==> config.mk <==
export PLATFORM = sky130hd
export DESIGN_NAME = scr_regs
export DESIGN_NICKNAME = d
export VERILOG_FILES = /design/src/design/scr_pkg.sv /design/src/design/scr_sync.sv /design/src/design/scr_regs.sv
export SDC_FILE = /design/constraint.sdc
export NUM_CORES = 1
export LEC_CHECK = 0
export ABC_AREA = 1
export BUFFER_PORTS_ARGS = -buffer_cell sky130_fd_sc_hd__buf_2
export CAP_MARGIN = 30
export CELL_PAD_IN_SITES_DETAIL_PLACEMENT = 0
export CELL_PAD_IN_SITES_GLOBAL_PLACEMENT = 2
export CORE_ASPECT_RATIO = 0.7
export CORE_MARGIN = 3
export CORE_UTILIZATION = 25
export DETAILED_ROUTE_END_ITERATION = 8
export PLACE_DENSITY = 0.54
export SLEW_MARGIN = 20
export SYNTH_ARGS = -nofsm -noshare
export SYNTH_HDL_FRONTEND = slang
export SYNTH_SLANG_ARGS = --single-unit
==> constraint.sdc <==
create_clock -name clk_i -period 2.5 [get_ports clk_i]
set_input_delay 0.125 -clock clk_i [delete_from_list [all_inputs] [get_ports clk_i]]
set_output_delay 0.125 -clock clk_i [all_outputs]
set_load 0.1 [all_outputs]
==> src/design/scr_pkg.sv <==
package scr_pkg;

  // Register indices of the byte-wide map; set 1 sits one index above set 0.
  localparam logic [4:0] IDX_FRAC_HI = 5'h00;
  localparam logic [4:0] IDX_FRAC_MID = 5'h02;
  localparam logic [4:0] IDX_FRAC_INT = 5'h04;
  localparam logic [4:0] IDX_INT_PRE = 5'h06;
  localparam logic [4:0] IDX_PRE_MID = 5'h08;
  localparam logic [4:0] IDX_PRE_LOW = 5'h0a;
  localparam logic [4:0] IDX_LOW_MID = 5'h0c;
  localparam logic [4:0] IDX_LOW_OUT = 5'h0e;
  localparam logic [4:0] IDX_OUT_LOOP = 5'h10;
  localparam logic [4:0] IDX_LOOP_TYPE = 5'h12;
  localparam logic [4:0] IDX_GLOBAL = 5'h14;
  localparam logic [4:0] IDX_REFCTL = 5'h15;
  localparam logic [4:0] IDX_FIXED = 5'h16;
  localparam logic [4:0] IDX_STATUS = 5'h17;
  localparam int STORED_REGS = 22;

  // Writable-bit masks; reserved positions are never stored and read as zero.
  localparam logic [7:0] MASK_LOOP_TYPE = 8'hfd;
  localparam logic [7:0] MASK_GLOBAL = 8'hfc;
  localparam logic [7:0] MASK_REFCTL = 8'hef;
  localparam logic [7:0] MASK_FULL = 8'hff;
  localparam logic [7:0] FIXED_VALUE = 8'ha0;
  localparam logic [7:0] RESET_GLOBAL = 8'h0c;
  localparam logic [7:0] RESET_BYTE = 8'h00;

  // Bit positions in the global control bytes.
  localparam int GB_MODE_HI = 7;
  localparam int GB_MODE_LO = 6;
  localparam int GB_SET_SEL = 5;
  localparam int GB_SRC_SEL = 4;
  localparam int GB_OE1 = 3;
  localparam int GB_OE0 = 2;
  localparam int RB_CHOICE = 7;
  localparam int RB_POL_HI = 6;
  localparam int RB_POL_LO = 5;
  localparam int RB_ADC_HI = 3;
  localparam int RB_ADC_LO = 2;
  localparam int RB_WIN_HI = 1;
  localparam int RB_WIN_LO = 0;

  // Bus address: fixed upper five bits, two low bits from the select pins.
  localparam logic [4:0] BUS_ADDR_FIXED = 5'h1b;

  // Timing.
  localparam int CLK_PERIOD_NS = 20;
  localparam int LOCK_WIN_BASE_US = 2;
  localparam int LOCK_WIN_BASE_CYC = (LOCK_WIN_BASE_US * 1000) / CLK_PERIOD_NS;
  localparam logic [4:0] ADC_DIV_MAX = 5'h10;

  typedef enum logic [1:0] {
    SCR_MODE_LOW_BW,
    SCR_MODE_SYNTH,
    SCR_MODE_HIGH_BW
  } scr_mode_e;

  typedef enum logic [1:0] {
    SCR_POL_PIN_MANUAL,
    SCR_POL_AUTO_NONREV,
    SCR_POL_AUTO_REV,
    SCR_POL_REG_MANUAL
  } scr_policy_e;

  typedef struct packed {
    logic output_type_select;
    logic [16:0] reference_predivider;
    logic [16:0] lower_loop_feedback_divider;
    logic [7:0] upper_feedback_integer;
    logic [17:0] upper_feedback_fraction;
    logic [10:0] output_divider;
    logic [6:0] loop_settings;
  } scr_cfg_s;

  typedef struct packed {
    logic active_reference_indicator;
    logic frozen_tracking_flag;
    logic reference1_fault;
    logic reference0_fault;
    logic crystal_fault;
    logic pll_locked_flag;
  } scr_status_s;

endpackage

==> src/design/scr_sync.sv <==
`timescale 1ns/1ps
module scr_sync #(
  parameter int WIDTH = 1
) (
  input wire logic clk_i,
  input wire logic reset_n_i,
  input wire logic [WIDTH-1:0] d_i,
  output logic [WIDTH-1:0] q_o
);

  logic [WIDTH-1:0] s1_reg;
  logic [WIDTH-1:0] s2_reg;
  logic [WIDTH-1:0] s3_reg;

  genvar i;
  generate
    for (i = 0; i < WIDTH; i++) begin : g_bit
      // A change is accepted only once the second and third stage agree.
      always_ff @(posedge clk_i or negedge reset_n_i) begin
        if (!reset_n_i) begin
          s1_reg[i] <= 1'b0;
          s2_reg[i] <= 1'b0;
          s3_reg[i] <= 1'b0;
          q_o[i] <= 1'b0;
        end else begin
          s1_reg[i] <= d_i[i];
          s2_reg[i] <= s1_reg[i];
          s3_reg[i] <= s2_reg[i];
          if (s2_reg[i] == s3_reg[i]) begin
            q_o[i] <= s3_reg[i];
          end
        end
      end
    end
  endgenerate

endmodule

==> src/design/scr_regs.sv <==
`timescale 1ns/1ps
module scr_regs
  import scr_pkg::*;
(
  input wire logic clk_i,
  input wire logic reset_n_i,
  input wire logic scl_i,
  input wire logic sda_i,
  output logic sda_o,
  output logic sda_oe_o,
  input wire logic address_select_low_i,
  input wire logic address_select_high_i,
  input wire logic config_pin_i,
  input wire logic output0_enable_pin_i,
  input wire logic output1_enable_pin_i,
  input wire logic reference_select_pin_i,
  input wire logic reference0_bad_i,
  input wire logic reference1_bad_i,
  input wire logic crystal_bad_i,
  input wire logic pll_locked_i,
  input wire logic frozen_tracking_i,
  input wire logic active_reference_i,
  output scr_cfg_s active_cfg_o,
  output logic active_set_o,
  output scr_mode_e pll_mode_o,
  output scr_policy_e reference_switch_policy_o,
  output logic reference_choice_o,
  output logic [4:0] adc_divide_o,
  output logic [9:0] lock_window_cycles_o,
  output logic differential_output_enable_o,
  output logic differential_output_lvds_o,
  output logic single_ended_output_enable_o,
  output scr_status_s status_pins_o
);

  typedef enum logic [2:0] {
    PH_IDLE,
    PH_DEV,
    PH_PTR,
    PH_WR,
    PH_RD
  } scr_phase_e;

  typedef struct packed {
    logic [STORED_REGS-1:0][7:0] regs;
    scr_status_s status;
    scr_phase_e phase;
    logic [3:0] bit_cnt;
    logic ack_slot;
    logic [7:0] shift;
    logic [7:0] tx;
    logic [4:0] ptr;
    logic scl_q;
    logic sda_q;
    logic sda_oe;
    logic sda_out;
    scr_cfg_s cfg;
    logic set_sel;
    scr_mode_e mode;
    scr_policy_e policy;
    logic choice;
    logic [4:0] adc_div;
    logic [9:0] win_cyc;
    logic diff_en;
    logic diff_lvds;
    logic se_en;
  } scr_state_s;

  localparam int PIN_COUNT = 14;
  localparam logic [3:0] BITS_PER_BYTE = 4'h8;

  // Positions of the pins in the synchronised word; the status group sits lowest.
  localparam int PIN_LOCKED = 0;
  localparam int PIN_XTAL = 1;
  localparam int PIN_REF0 = 2;
  localparam int PIN_REF1 = 3;
  localparam int PIN_FROZEN = 4;
  localparam int PIN_ACTIVE = 5;
  localparam int PIN_REF_SEL = 6;
  localparam int PIN_OE1 = 7;
  localparam int PIN_OE0 = 8;
  localparam int PIN_CFG = 9;
  localparam int PIN_ADDR_LO = 10;
  localparam int PIN_ADDR_HI = 11;
  localparam int PIN_SDA = 12;
  localparam int PIN_SCL = 13;

  logic [PIN_COUNT-1:0] pins_raw;
  logic [PIN_COUNT-1:0] pins;
  scr_state_s state_reg;
  scr_state_s state_next;

  // Every pin passes the same synchroniser, so pin-driven fields share one latency, except cfg and diff_lvds, one and two cycles later.
  assign pins_raw[PIN_SCL] = scl_i;
  assign pins_raw[PIN_SDA] = sda_i;
  assign pins_raw[PIN_ADDR_HI] = address_select_high_i;
  assign pins_raw[PIN_ADDR_LO] = address_select_low_i;
  assign pins_raw[PIN_CFG] = config_pin_i;
  assign pins_raw[PIN_OE0] = output0_enable_pin_i;
  assign pins_raw[PIN_OE1] = output1_enable_pin_i;
  assign pins_raw[PIN_REF_SEL] = reference_select_pin_i;
  assign pins_raw[PIN_ACTIVE] = active_reference_i;
  assign pins_raw[PIN_FROZEN] = frozen_tracking_i;
  assign pins_raw[PIN_REF1] = reference1_bad_i;
  assign pins_raw[PIN_REF0] = reference0_bad_i;
  assign pins_raw[PIN_XTAL] = crystal_bad_i;
  assign pins_raw[PIN_LOCKED] = pll_locked_i;

  scr_sync #(
    .WIDTH(PIN_COUNT)
  ) u_sync (
    .clk_i(clk_i),
    .reset_n_i(reset_n_i),
    .d_i(pins_raw),
    .q_o(pins)
  );

  // Gathers one configuration set from the byte map; set n sits at offset n.
  function automatic scr_cfg_s get_cfg(input logic [STORED_REGS-1:0][7:0] r,
                                       input logic n);
    scr_cfg_s c;
    logic [4:0] o;
    o = {4'h0, n};
    c.upper_feedback_fraction = {r[IDX_FRAC_HI + o], r[IDX_FRAC_MID + o],
                                 r[IDX_FRAC_INT + o][7:6]};
    c.upper_feedback_integer = {r[IDX_FRAC_INT + o][5:0], r[IDX_INT_PRE + o][7:6]};
    c.reference_predivider = {r[IDX_INT_PRE + o][5:0], r[IDX_PRE_MID + o],
                              r[IDX_PRE_LOW + o][7:5]};
    c.lower_loop_feedback_divider = {r[IDX_PRE_LOW + o][4:0], r[IDX_LOW_MID + o],
                                     r[IDX_LOW_OUT + o][7:4]};
    c.output_divider = {r[IDX_LOW_OUT + o][3:0], r[IDX_OUT_LOOP + o][7:1]};
    c.loop_settings = {r[IDX_OUT_LOOP + o][0], r[IDX_LOOP_TYPE + o][7:2]};
    c.output_type_select = r[IDX_LOOP_TYPE + o][0];
    return c;
  endfunction

  // Writable bits of a byte; reserved positions and read-only bytes give zero.
  function automatic logic [7:0] wr_mask(input logic [4:0] p);
    logic [7:0] m;
    m = MASK_FULL;
    if (p == IDX_LOOP_TYPE || p == IDX_LOOP_TYPE + 5'h01) begin
      m = MASK_LOOP_TYPE;
    end else if (p == IDX_GLOBAL) begin
      m = MASK_GLOBAL;
    end else if (p == IDX_REFCTL) begin
      m = MASK_REFCTL;
    end else if (p >= IDX_FIXED) begin
      m = RESET_BYTE;
    end
    return m;
  endfunction

  function automatic logic [7:0] rd_byte(input logic [STORED_REGS-1:0][7:0] r,
                                         input scr_status_s s,
                                         input logic [4:0] p);
    logic [7:0] b;
    b = RESET_BYTE;
    if (p < IDX_FIXED) begin
      b = r[p] & wr_mask(p);
    end else if (p == IDX_FIXED) begin
      b = FIXED_VALUE;
    end else if (p == IDX_STATUS) begin
      b = {s, 2'b00};
    end
    return b;
  endfunction

  always_comb begin
    logic scl;
    logic sda;
    logic start;
    logic stop;
    logic rise;
    logic fall;
    logic [7:0] rb;
    logic [7:0] gbl;
    logic [7:0] rctl;
    state_next = state_reg;
    scl = pins[PIN_SCL];
    sda = pins[PIN_SDA];
    rb = RESET_BYTE;
    gbl = state_reg.regs[IDX_GLOBAL];
    rctl = state_reg.regs[IDX_REFCTL];
    start = scl && state_reg.scl_q && state_reg.sda_q && !sda;
    stop = scl && state_reg.scl_q && !state_reg.sda_q && sda;
    rise = scl && !state_reg.scl_q;
    fall = !scl && state_reg.scl_q;
    state_next.scl_q = scl;
    state_next.sda_q = sda;

    // Flags follow the monitors and clear by themselves; host writes never reach them.
    state_next.status = pins[PIN_ACTIVE:PIN_LOCKED];

    if (start) begin
      state_next.phase = PH_DEV;
      state_next.bit_cnt = 4'h0;
      state_next.ack_slot = 1'b0;
      state_next.sda_oe = 1'b0;
    end else if (stop) begin
      state_next.phase = PH_IDLE;
      state_next.ack_slot = 1'b0;
      state_next.sda_oe = 1'b0;
    end else if (rise && state_reg.phase != PH_IDLE) begin
      if (state_reg.ack_slot) begin
        // A not-acknowledge from the host ends a block read.
        if (state_reg.phase == PH_RD && sda) begin
          state_next.phase = PH_IDLE;
        end
      end else begin
        state_next.shift = {state_reg.shift[6:0], sda};
        state_next.bit_cnt = state_reg.bit_cnt + 4'h1;
      end
    end else if (fall && state_reg.phase != PH_IDLE) begin
      if (state_reg.ack_slot) begin
        state_next.ack_slot = 1'b0;
        state_next.bit_cnt = 4'h0;
        state_next.sda_oe = 1'b0;
        if (state_reg.phase == PH_RD) begin
          rb = rd_byte(state_reg.regs, state_reg.status, state_reg.ptr);
          state_next.sda_oe = !rb[7];
          state_next.tx = {rb[6:0], 1'b0};
        end
      end else if (state_reg.bit_cnt == BITS_PER_BYTE) begin
        state_next.ack_slot = 1'b1;
        state_next.sda_oe = 1'b1;
        case (state_reg.phase)
          PH_DEV: begin
            if (state_reg.shift[7:1] == {BUS_ADDR_FIXED, pins[PIN_ADDR_HI],
                                         pins[PIN_ADDR_LO]}) begin
              state_next.phase = state_reg.shift[0] ? PH_RD : PH_PTR;
            end else begin
              state_next.phase = PH_IDLE;
              state_next.ack_slot = 1'b0;
              state_next.sda_oe = 1'b0;
            end
          end
          PH_PTR: begin
            state_next.ptr = state_reg.shift[4:0];
            state_next.phase = PH_WR;
          end
          PH_WR: begin
            // Reserved positions are masked, so a careless host cannot set them.
            // The pointer wraps at five bits; bytes past the map are dropped but acked.
            if (state_reg.ptr < IDX_FIXED) begin
              state_next.regs[state_reg.ptr] = state_reg.shift & wr_mask(state_reg.ptr);
            end
            state_next.ptr = state_reg.ptr + 5'h01;
          end
          PH_RD: begin
            state_next.sda_oe = 1'b0;
            state_next.ptr = state_reg.ptr + 5'h01;
          end
          default: begin
            state_next.phase = PH_IDLE;
            state_next.ack_slot = 1'b0;
            state_next.sda_oe = 1'b0;
          end
        endcase
      end else if (state_reg.phase == PH_RD) begin
        state_next.sda_oe = !state_reg.tx[7];
        state_next.tx = {state_reg.tx[6:0], 1'b0};
      end
    end

    // Applied settings; they lag the register bytes by one cycle, except cfg (up to two) and diff_lvds (up to three).
    state_next.set_sel = gbl[GB_SRC_SEL] ? gbl[GB_SET_SEL] : pins[PIN_CFG];
    state_next.cfg = get_cfg(state_reg.regs, state_reg.set_sel);
    case (gbl[GB_MODE_HI:GB_MODE_LO])
      2'b00: state_next.mode = SCR_MODE_LOW_BW;
      2'b01: state_next.mode = SCR_MODE_SYNTH;
      default: state_next.mode = SCR_MODE_HIGH_BW;
    endcase
    state_next.policy = scr_policy_e'(rctl[RB_POL_HI:RB_POL_LO]);
    // In pin-manual mode the register choice is ignored and the pin picks the input.
    state_next.choice = (state_next.policy == SCR_POL_PIN_MANUAL) ? pins[PIN_REF_SEL] :
                        rctl[RB_CHOICE];
    state_next.adc_div = ADC_DIV_MAX >> rctl[RB_ADC_HI:RB_ADC_LO];
    state_next.win_cyc = 10'(LOCK_WIN_BASE_CYC) << rctl[RB_WIN_HI:RB_WIN_LO];
    state_next.diff_en = gbl[GB_OE0] && pins[PIN_OE0];
    state_next.se_en = gbl[GB_OE1] && pins[PIN_OE1];
    state_next.diff_lvds = state_reg.cfg.output_type_select;
  end

  always_ff @(posedge clk_i or negedge reset_n_i) begin
    if (!reset_n_i) begin
      state_reg <= '0;
      state_reg.regs[IDX_GLOBAL] <= RESET_GLOBAL;
      // The synchroniser leaves reset low, so the first bus edges seen are ignored in idle.
      state_reg.scl_q <= 1'b1;
      state_reg.sda_q <= 1'b1;
      state_reg.phase <= PH_IDLE;
      state_reg.mode <= SCR_MODE_LOW_BW;
      state_reg.policy <= SCR_POL_PIN_MANUAL;
      state_reg.adc_div <= ADC_DIV_MAX;
      state_reg.win_cyc <= 10'(LOCK_WIN_BASE_CYC);
    end else begin
      state_reg <= state_next;
    end
  end

  // The data pin is open drain: only its enable moves, the driven level stays low.
  assign sda_o = state_reg.sda_out;
  assign sda_oe_o = state_reg.sda_oe;
  assign active_cfg_o = state_reg.cfg;
  assign active_set_o = state_reg.set_sel;
  assign pll_mode_o = state_reg.mode;
  assign reference_switch_policy_o = state_reg.policy;
  assign reference_choice_o = state_reg.choice;
  assign adc_divide_o = state_reg.adc_div;
  assign lock_window_cycles_o = state_reg.win_cyc;
  assign differential_output_enable_o = state_reg.diff_en;
  assign differential_output_lvds_o = state_reg.diff_lvds;
  assign single_ended_output_enable_o = state_reg.se_en;
  assign status_pins_o = state_reg.status;

endmodule

# Word level (Yosys, flattened, before mapping)
# Cells that the tools add are included.
# classes
n_addsub,11
n_lt_le_gt_ge,14
eq_ne,36
shifts,2
muxes,89
n_bitwise,6
reduce_logical,40
# op_table
operator,count
$bmux 8 s5,10
$mux 8,46
$bwmux 176,1
$lt 5x6->1 const B,7
$demux 8 s5,1
$eq 5x5->1 const B,6
$mux 3,7
$add 4x1->5 const A,4
$and 8x8->8,2
$mux 1,15
$eq 1x1->1,14
$logic_and 1x1->1,13
$lt 4x6->1 const B,2
$mux 4,3
$reduce_and 6->1,2
$reduce_bool 3->1,4
$add 5x1->5 const A,2
$pmux 5 s2,1
$shl 7x2->10 const A,1
$pmux 3 s3,1
$add 3x1->4 const A,2
$reduce_and 4->1,2
$reduce_and 8->1,1
$eq 7x7->1,1
36 further kinds,50
# totals
reg_bits,373
in_bits,16
word_cells,307

# Longest topological paths before layout
# depth
word_depth,27
mapped_depth,15
depth_no_buf,13

# Modules after synthesis
# A second synthesis with hierarchy kept.
# hier_totals
cells_unflattened,1806
hier_area_um2,16054.1
# modules_own_cells
mod,instances,cells_per_inst,area_per_inst_um2,seq_area_each_um2
scr_regs,1,1694,14425.1,7842.5
scr_sync,1,112,1629.1,1401.3

# Least setup slack after synthesis
# No wires, ideal clock.
# synth_timing
path_kind,register to register
start,register state_reg[107] (netlist name)
end,register state_reg[234] (netlist name)
arrival_time_ns,2.127
t_required_ns,2.424
setup_slack_ns,0.297
path_stages_with_launch,13
path_cell_list,dfrtp_1 > buf_2 > inv_2 > buf_2 > buf_1 > ha_1 > inv_1 > nor2_4 > inv_2 > o21ai_1 > nand2_1 > buf_4 > o21ai_1
# synth_between
elab_chain_len,15
word_cells_on_any_way,27
# synth_lines
element,line,source
start: declaration,scr_regs.sv:90,scr_state_s state_reg;
start signal: assignment,scr_regs.sv:297,state_reg <= state_next;
$ge 5x5->1,scr_regs.sv:147,end else if (p >= IDX_FIXED) begin
$mux 8,scr_regs.sv:147,
$mux 8,scr_regs.sv:145,end else if (p == IDX_REFCTL) begin
$mux 8,scr_regs.sv:143,end else if (p == IDX_GLOBAL) begin
$mux 8,scr_regs.sv:141,if (p == IDX_LOOP_TYPE || p == IDX_LOOP_TYPE + 5'h01) begin
$mux 8,scr_regs.sv:244,if (state_reg.ptr < IDX_FIXED) begin
$mux 8,scr_regs.sv:226,case (state_reg.phase)
$mux 8,scr_regs.sv:223,end else if (state_reg.bit_cnt == BITS_PER_BYTE) begin
$mux 8,scr_regs.sv:214,if (state_reg.ack_slot) begin
$mux 8,scr_regs.sv:213,end else if (fall && state_reg.phase != PH_IDLE) begin
$mux 8,scr_regs.sv:203,end else if (rise && state_reg.phase != PH_IDLE) begin
$mux 8,scr_regs.sv:199,end else if (stop) begin
$mux 8,scr_regs.sv:194,if (start) begin
$and 8x8->8,scr_regs.sv:245,state_next.regs[state_reg.ptr] = state_reg.shift & wr_mask(state_reg.ptr);
$bwmux 176,scr_regs.sv:245,
# Several ways; a longest one is shown, not always the timed one. The select of a mux whose other input is x is not followed.
# A chain may end at the register's enable or synchronous reset.

# Worst setup path after layout
# layout_timing
start,register state_reg[111] (netlist name)
end,register state_reg[294] (netlist name)
# Same word-level chain as after synthesis.

==> results by group <==
Run status
  – Status: finished, final reports clean

Synthesis
  – Seq/Total Area, Yosys: 54.39%
  – Async SR Flop Fraction: 100.0%
  – Cells after Synth: 1758
  – Post-synthesis register bit count: 369
  – Yosys Warn Count: 0
  – EDFF count, synth: 0
  – Post-Syn Area: 17000 um2
  – Most used DFF post-synth: dfrtp_1
  – Syn_area_per_cell: 9.668 um2
  – Distinct cells, synth: 44

Global routing
  – Largest net degree at the start of global routing: 88
  – Initial antenna violation count: 2
  – Total grt overflow: 0
  – Number of global-route vias before repair: 11630
  – Total track usage: 14.65%
  – First-pass GRT wire length: 79060 um

Power
  – P_sw: 3922 uW
  – Switching share of power: 27.03%
  – Pint: 10590 uW
  – Reg power frac: 43.1%
  – Total power: 14510 uW
  – Worst VDD drop: 0.3962 mV
  – Leak: 0.009297 uW
  – Power Density: 728.1 nW/um2
  – Clk pwr share: 46.9%
  – Logic pwr share: 10.0%

Routing
  – Via count: 11620
  – Vias per cell: 4.245
  – Detailed-route wire length per cell: 18.88 um
  – ANT nets after route: 0
  – DR pass1 iterations: 5
  – Initial drt markers: 648
  – Final wirelength: 51700 um
  – Drt drc: 0

Cells and area
  – Commonest non-fill, non-tap cell in the layout: nand2_1
  – Commonest non-fill, non-tap cells in the layout: nand2_1, dfrtp_1, o21ai_0
  – Antenna diodes: 0
  – Area Overhead vs Synth: 17.25%
  – Fillers: 7025
  – Max reg flops: 204
  – Nets: 1838
  – Fin util: 29.78%
  – Layout cells sized above 1: 25.72%

Timing
  – RSZ-0062 raised after global routing: no
  – Tightest Pin Transition: 0.7755 ns
  – Setup total negative slack: 0 ns
  – Final Hold Fails: 0
  – Final Max Tran Viols: 0
  – Setup Viol. Count Final: 0
  – Rel. slew slack: 48.30%
  – Min Tclk post-route: 2.356 ns
  – Peak Freq: 424.5 MHz
  – Crit share post-route: 94.22%
  – Fin Clk Skew: 0.01705 ns

Setup path
  – Crit path largest cell delay: 0.69 ns
  – CP delay by family, top: simple AND/OR/NAND/NOR gates
  – WP data arrival: 2.84 ns
  – Critical Path Slowest Stage Cell: dfrtp_1
  – Critical path fanouts, max: 20
  – Worst path cell trace: nand2_4 -> nor2_8 -> nand2_1 -> nand2_4 -> nand2_1 -> nor2_1 -> inv_1 -> buf_12 -> o21ai_1
  – CP Data Required Time: 2.98 ns
  – Startpoint types: flop
  – Crit Path Category: flop to flop
  – Worst Path Buf+Inv: 2
  – CP endpoint kind: flop

Clock network
  – CTS clk-pin slew, worst paths: 0.06 ns
  – Total CTS buffers: 43
  – Htree depth: 2
  – CTS tree: done
  – Sink Count: 369
  – Clock Tree Buf Depth: 3
  – Clock latency on the worst-skew pair: 0.58 ns
  – CTS root buffer: clkbuf_16

Place
  – HPWL Detailed: 35070 um
  – IO Port Bufs: 122
  – GP Congestion: 0.7794

Die
  – Core Area: 66920 um2
  – Die ar.: 71200 um2
  – Starting density of the core: 25.40%
  – Top Ports: 127
  – Die height: 224.2 um
  – Row count: 79
  – Die Span X: 317.6 um

Flow run
  – Max-cap viol count: 0

Hold path
  – Hold WC Path Type: input pin to async pin
-- final cells by class --
class	count	area, um2	area share [%]
clock buffer	60	1241	6.228
clock inverter	20	280.3	1.406
inverter	127	484.2	2.430
multi-input combinational	1065	5878	29.50
sequential	369	9253	46.43
tap	891	1115	5.594
timing repair buffer	206	1677	8.413
-- routing by layer --
layer  vias up  routed length [um]  GRT usage, %
met5         -                   0             0
met4         0                 735         3.068
li1       5732                   -             -
met1      5661               27840         23.02
met3        44                1851         2.384
met2       185               21270         20.89
-- per-stage QoR --
| step | cells | instance area [um2] | worst slack, ns | hold slack [ns] |
|---|---|---|---|---|
| after floorplan | 1761 | 17010 | 0.2969 | -0.1706 |
| after global placement | 2641 | 18210 | 0.1072 | 0.03128 |
| after detailed placement | 2641 | 18210 | 0.09483 | 0.02504 |
| after CTS | 2736 | 19880 | 0.08019 | 0.008879 |
| after global routing | 2738 | 19930 | 0.01120 | 0.03028 |
| final | 2738 | 19930 | 0.1444 | 0.03570 |
-- final timing paths --
kind                                              from                           to  slack [ns]  depth (start not counted)
max                         state_reg[111]$_DFFE_PN0P_   state_reg[294]$_DFFE_PN0P_        0.14                          9
min                                          reset_n_i   state_reg[206]$_DFFE_PN0P_        0.04                          2
max reg2reg                 state_reg[111]$_DFFE_PN0P_   state_reg[294]$_DFFE_PN0P_        0.14                          9
min reg2reg                u_sync.s1_reg[13]$_DFF_PN0_  u_sync.s2_reg[13]$_DFF_PN0_        0.35                          0
max in group asynchronous                    reset_n_i   active_cfg_o[26]$_DFF_PN0_        1.69                          3
min in group clk_i                        config_pin_i   u_sync.s1_reg[9]$_DFF_PN0_        0.19                          2
-- synth_stat cells, types with 4 or more instances --
library cell / n / area share, %
nor2_2: 4 / 0.15
maj3_1: 14 / 0.82
dfrtp_1: 361 / 53
mux2_2: 13 / 0.86
nor2_1: 65 / 1.4
nand3_1: 34 / 1.0
o21ai_0: 150 / 4.4
a21oi_1: 78 / 2.3
ha_1: 10 / 0.74
o211ai_1: 17 / 0.75
nand2_4: 24 / 1.6
inv_1: 115 / 2.5
clkbuf_1: 39 / 0.86
nand4_1: 8 / 0.29
buf_6: 29 / 1.9
dfstp_2: 8 / 1.2
o21ai_1: 47 / 1.4
buf_4: 113 / 5.0
buf_1: 5 / 0.11
buf_2: 14 / 0.41
nor2_8: 6 / 0.71
nand2_2: 5 / 0.18
inv_2: 6 / 0.13
o21ai_2: 125 / 6.4
nor3_1: 7 / 0.21
nand2_1: 427 / 9.4
-- power groups by stage --
stage / Sequential [uW] / Combinational (uW) / Clock (uW)
floorplan: 6330 / 876 / 0
global route: 6280 / 1570 / 7300
detailed placement: 6370 / 1480 / 0
CTS: 6260 / 1500 / 7070
finish: 6260 / 1450 / 6800
global placement: 6370 / 1470 / 0
-- kinds of logic after synthesis --
| logic type | synth area share [%] |
|---|---|
| other cells | 0.02206 |
| simple gates | 15.95 |
| buf+inv | 11.15 |
| fa+ha+maj | 1.561 |
| flops | 54.39 |
| mux | 0.8613 |
| xor+xnor | 0.2577 |
| compound gates | 15.81 |
-- repair_timing --
action | in CTS | in global routing
setup endpoints to repair | 0 | 47
buffers inserted | 0 | 2
endpoints found under the hold margin | 375 | 0
hold buffers | 15 | 0
gates resized for setup | 0 | 2
Note: power is estimated with default switching activity, not from simulation.
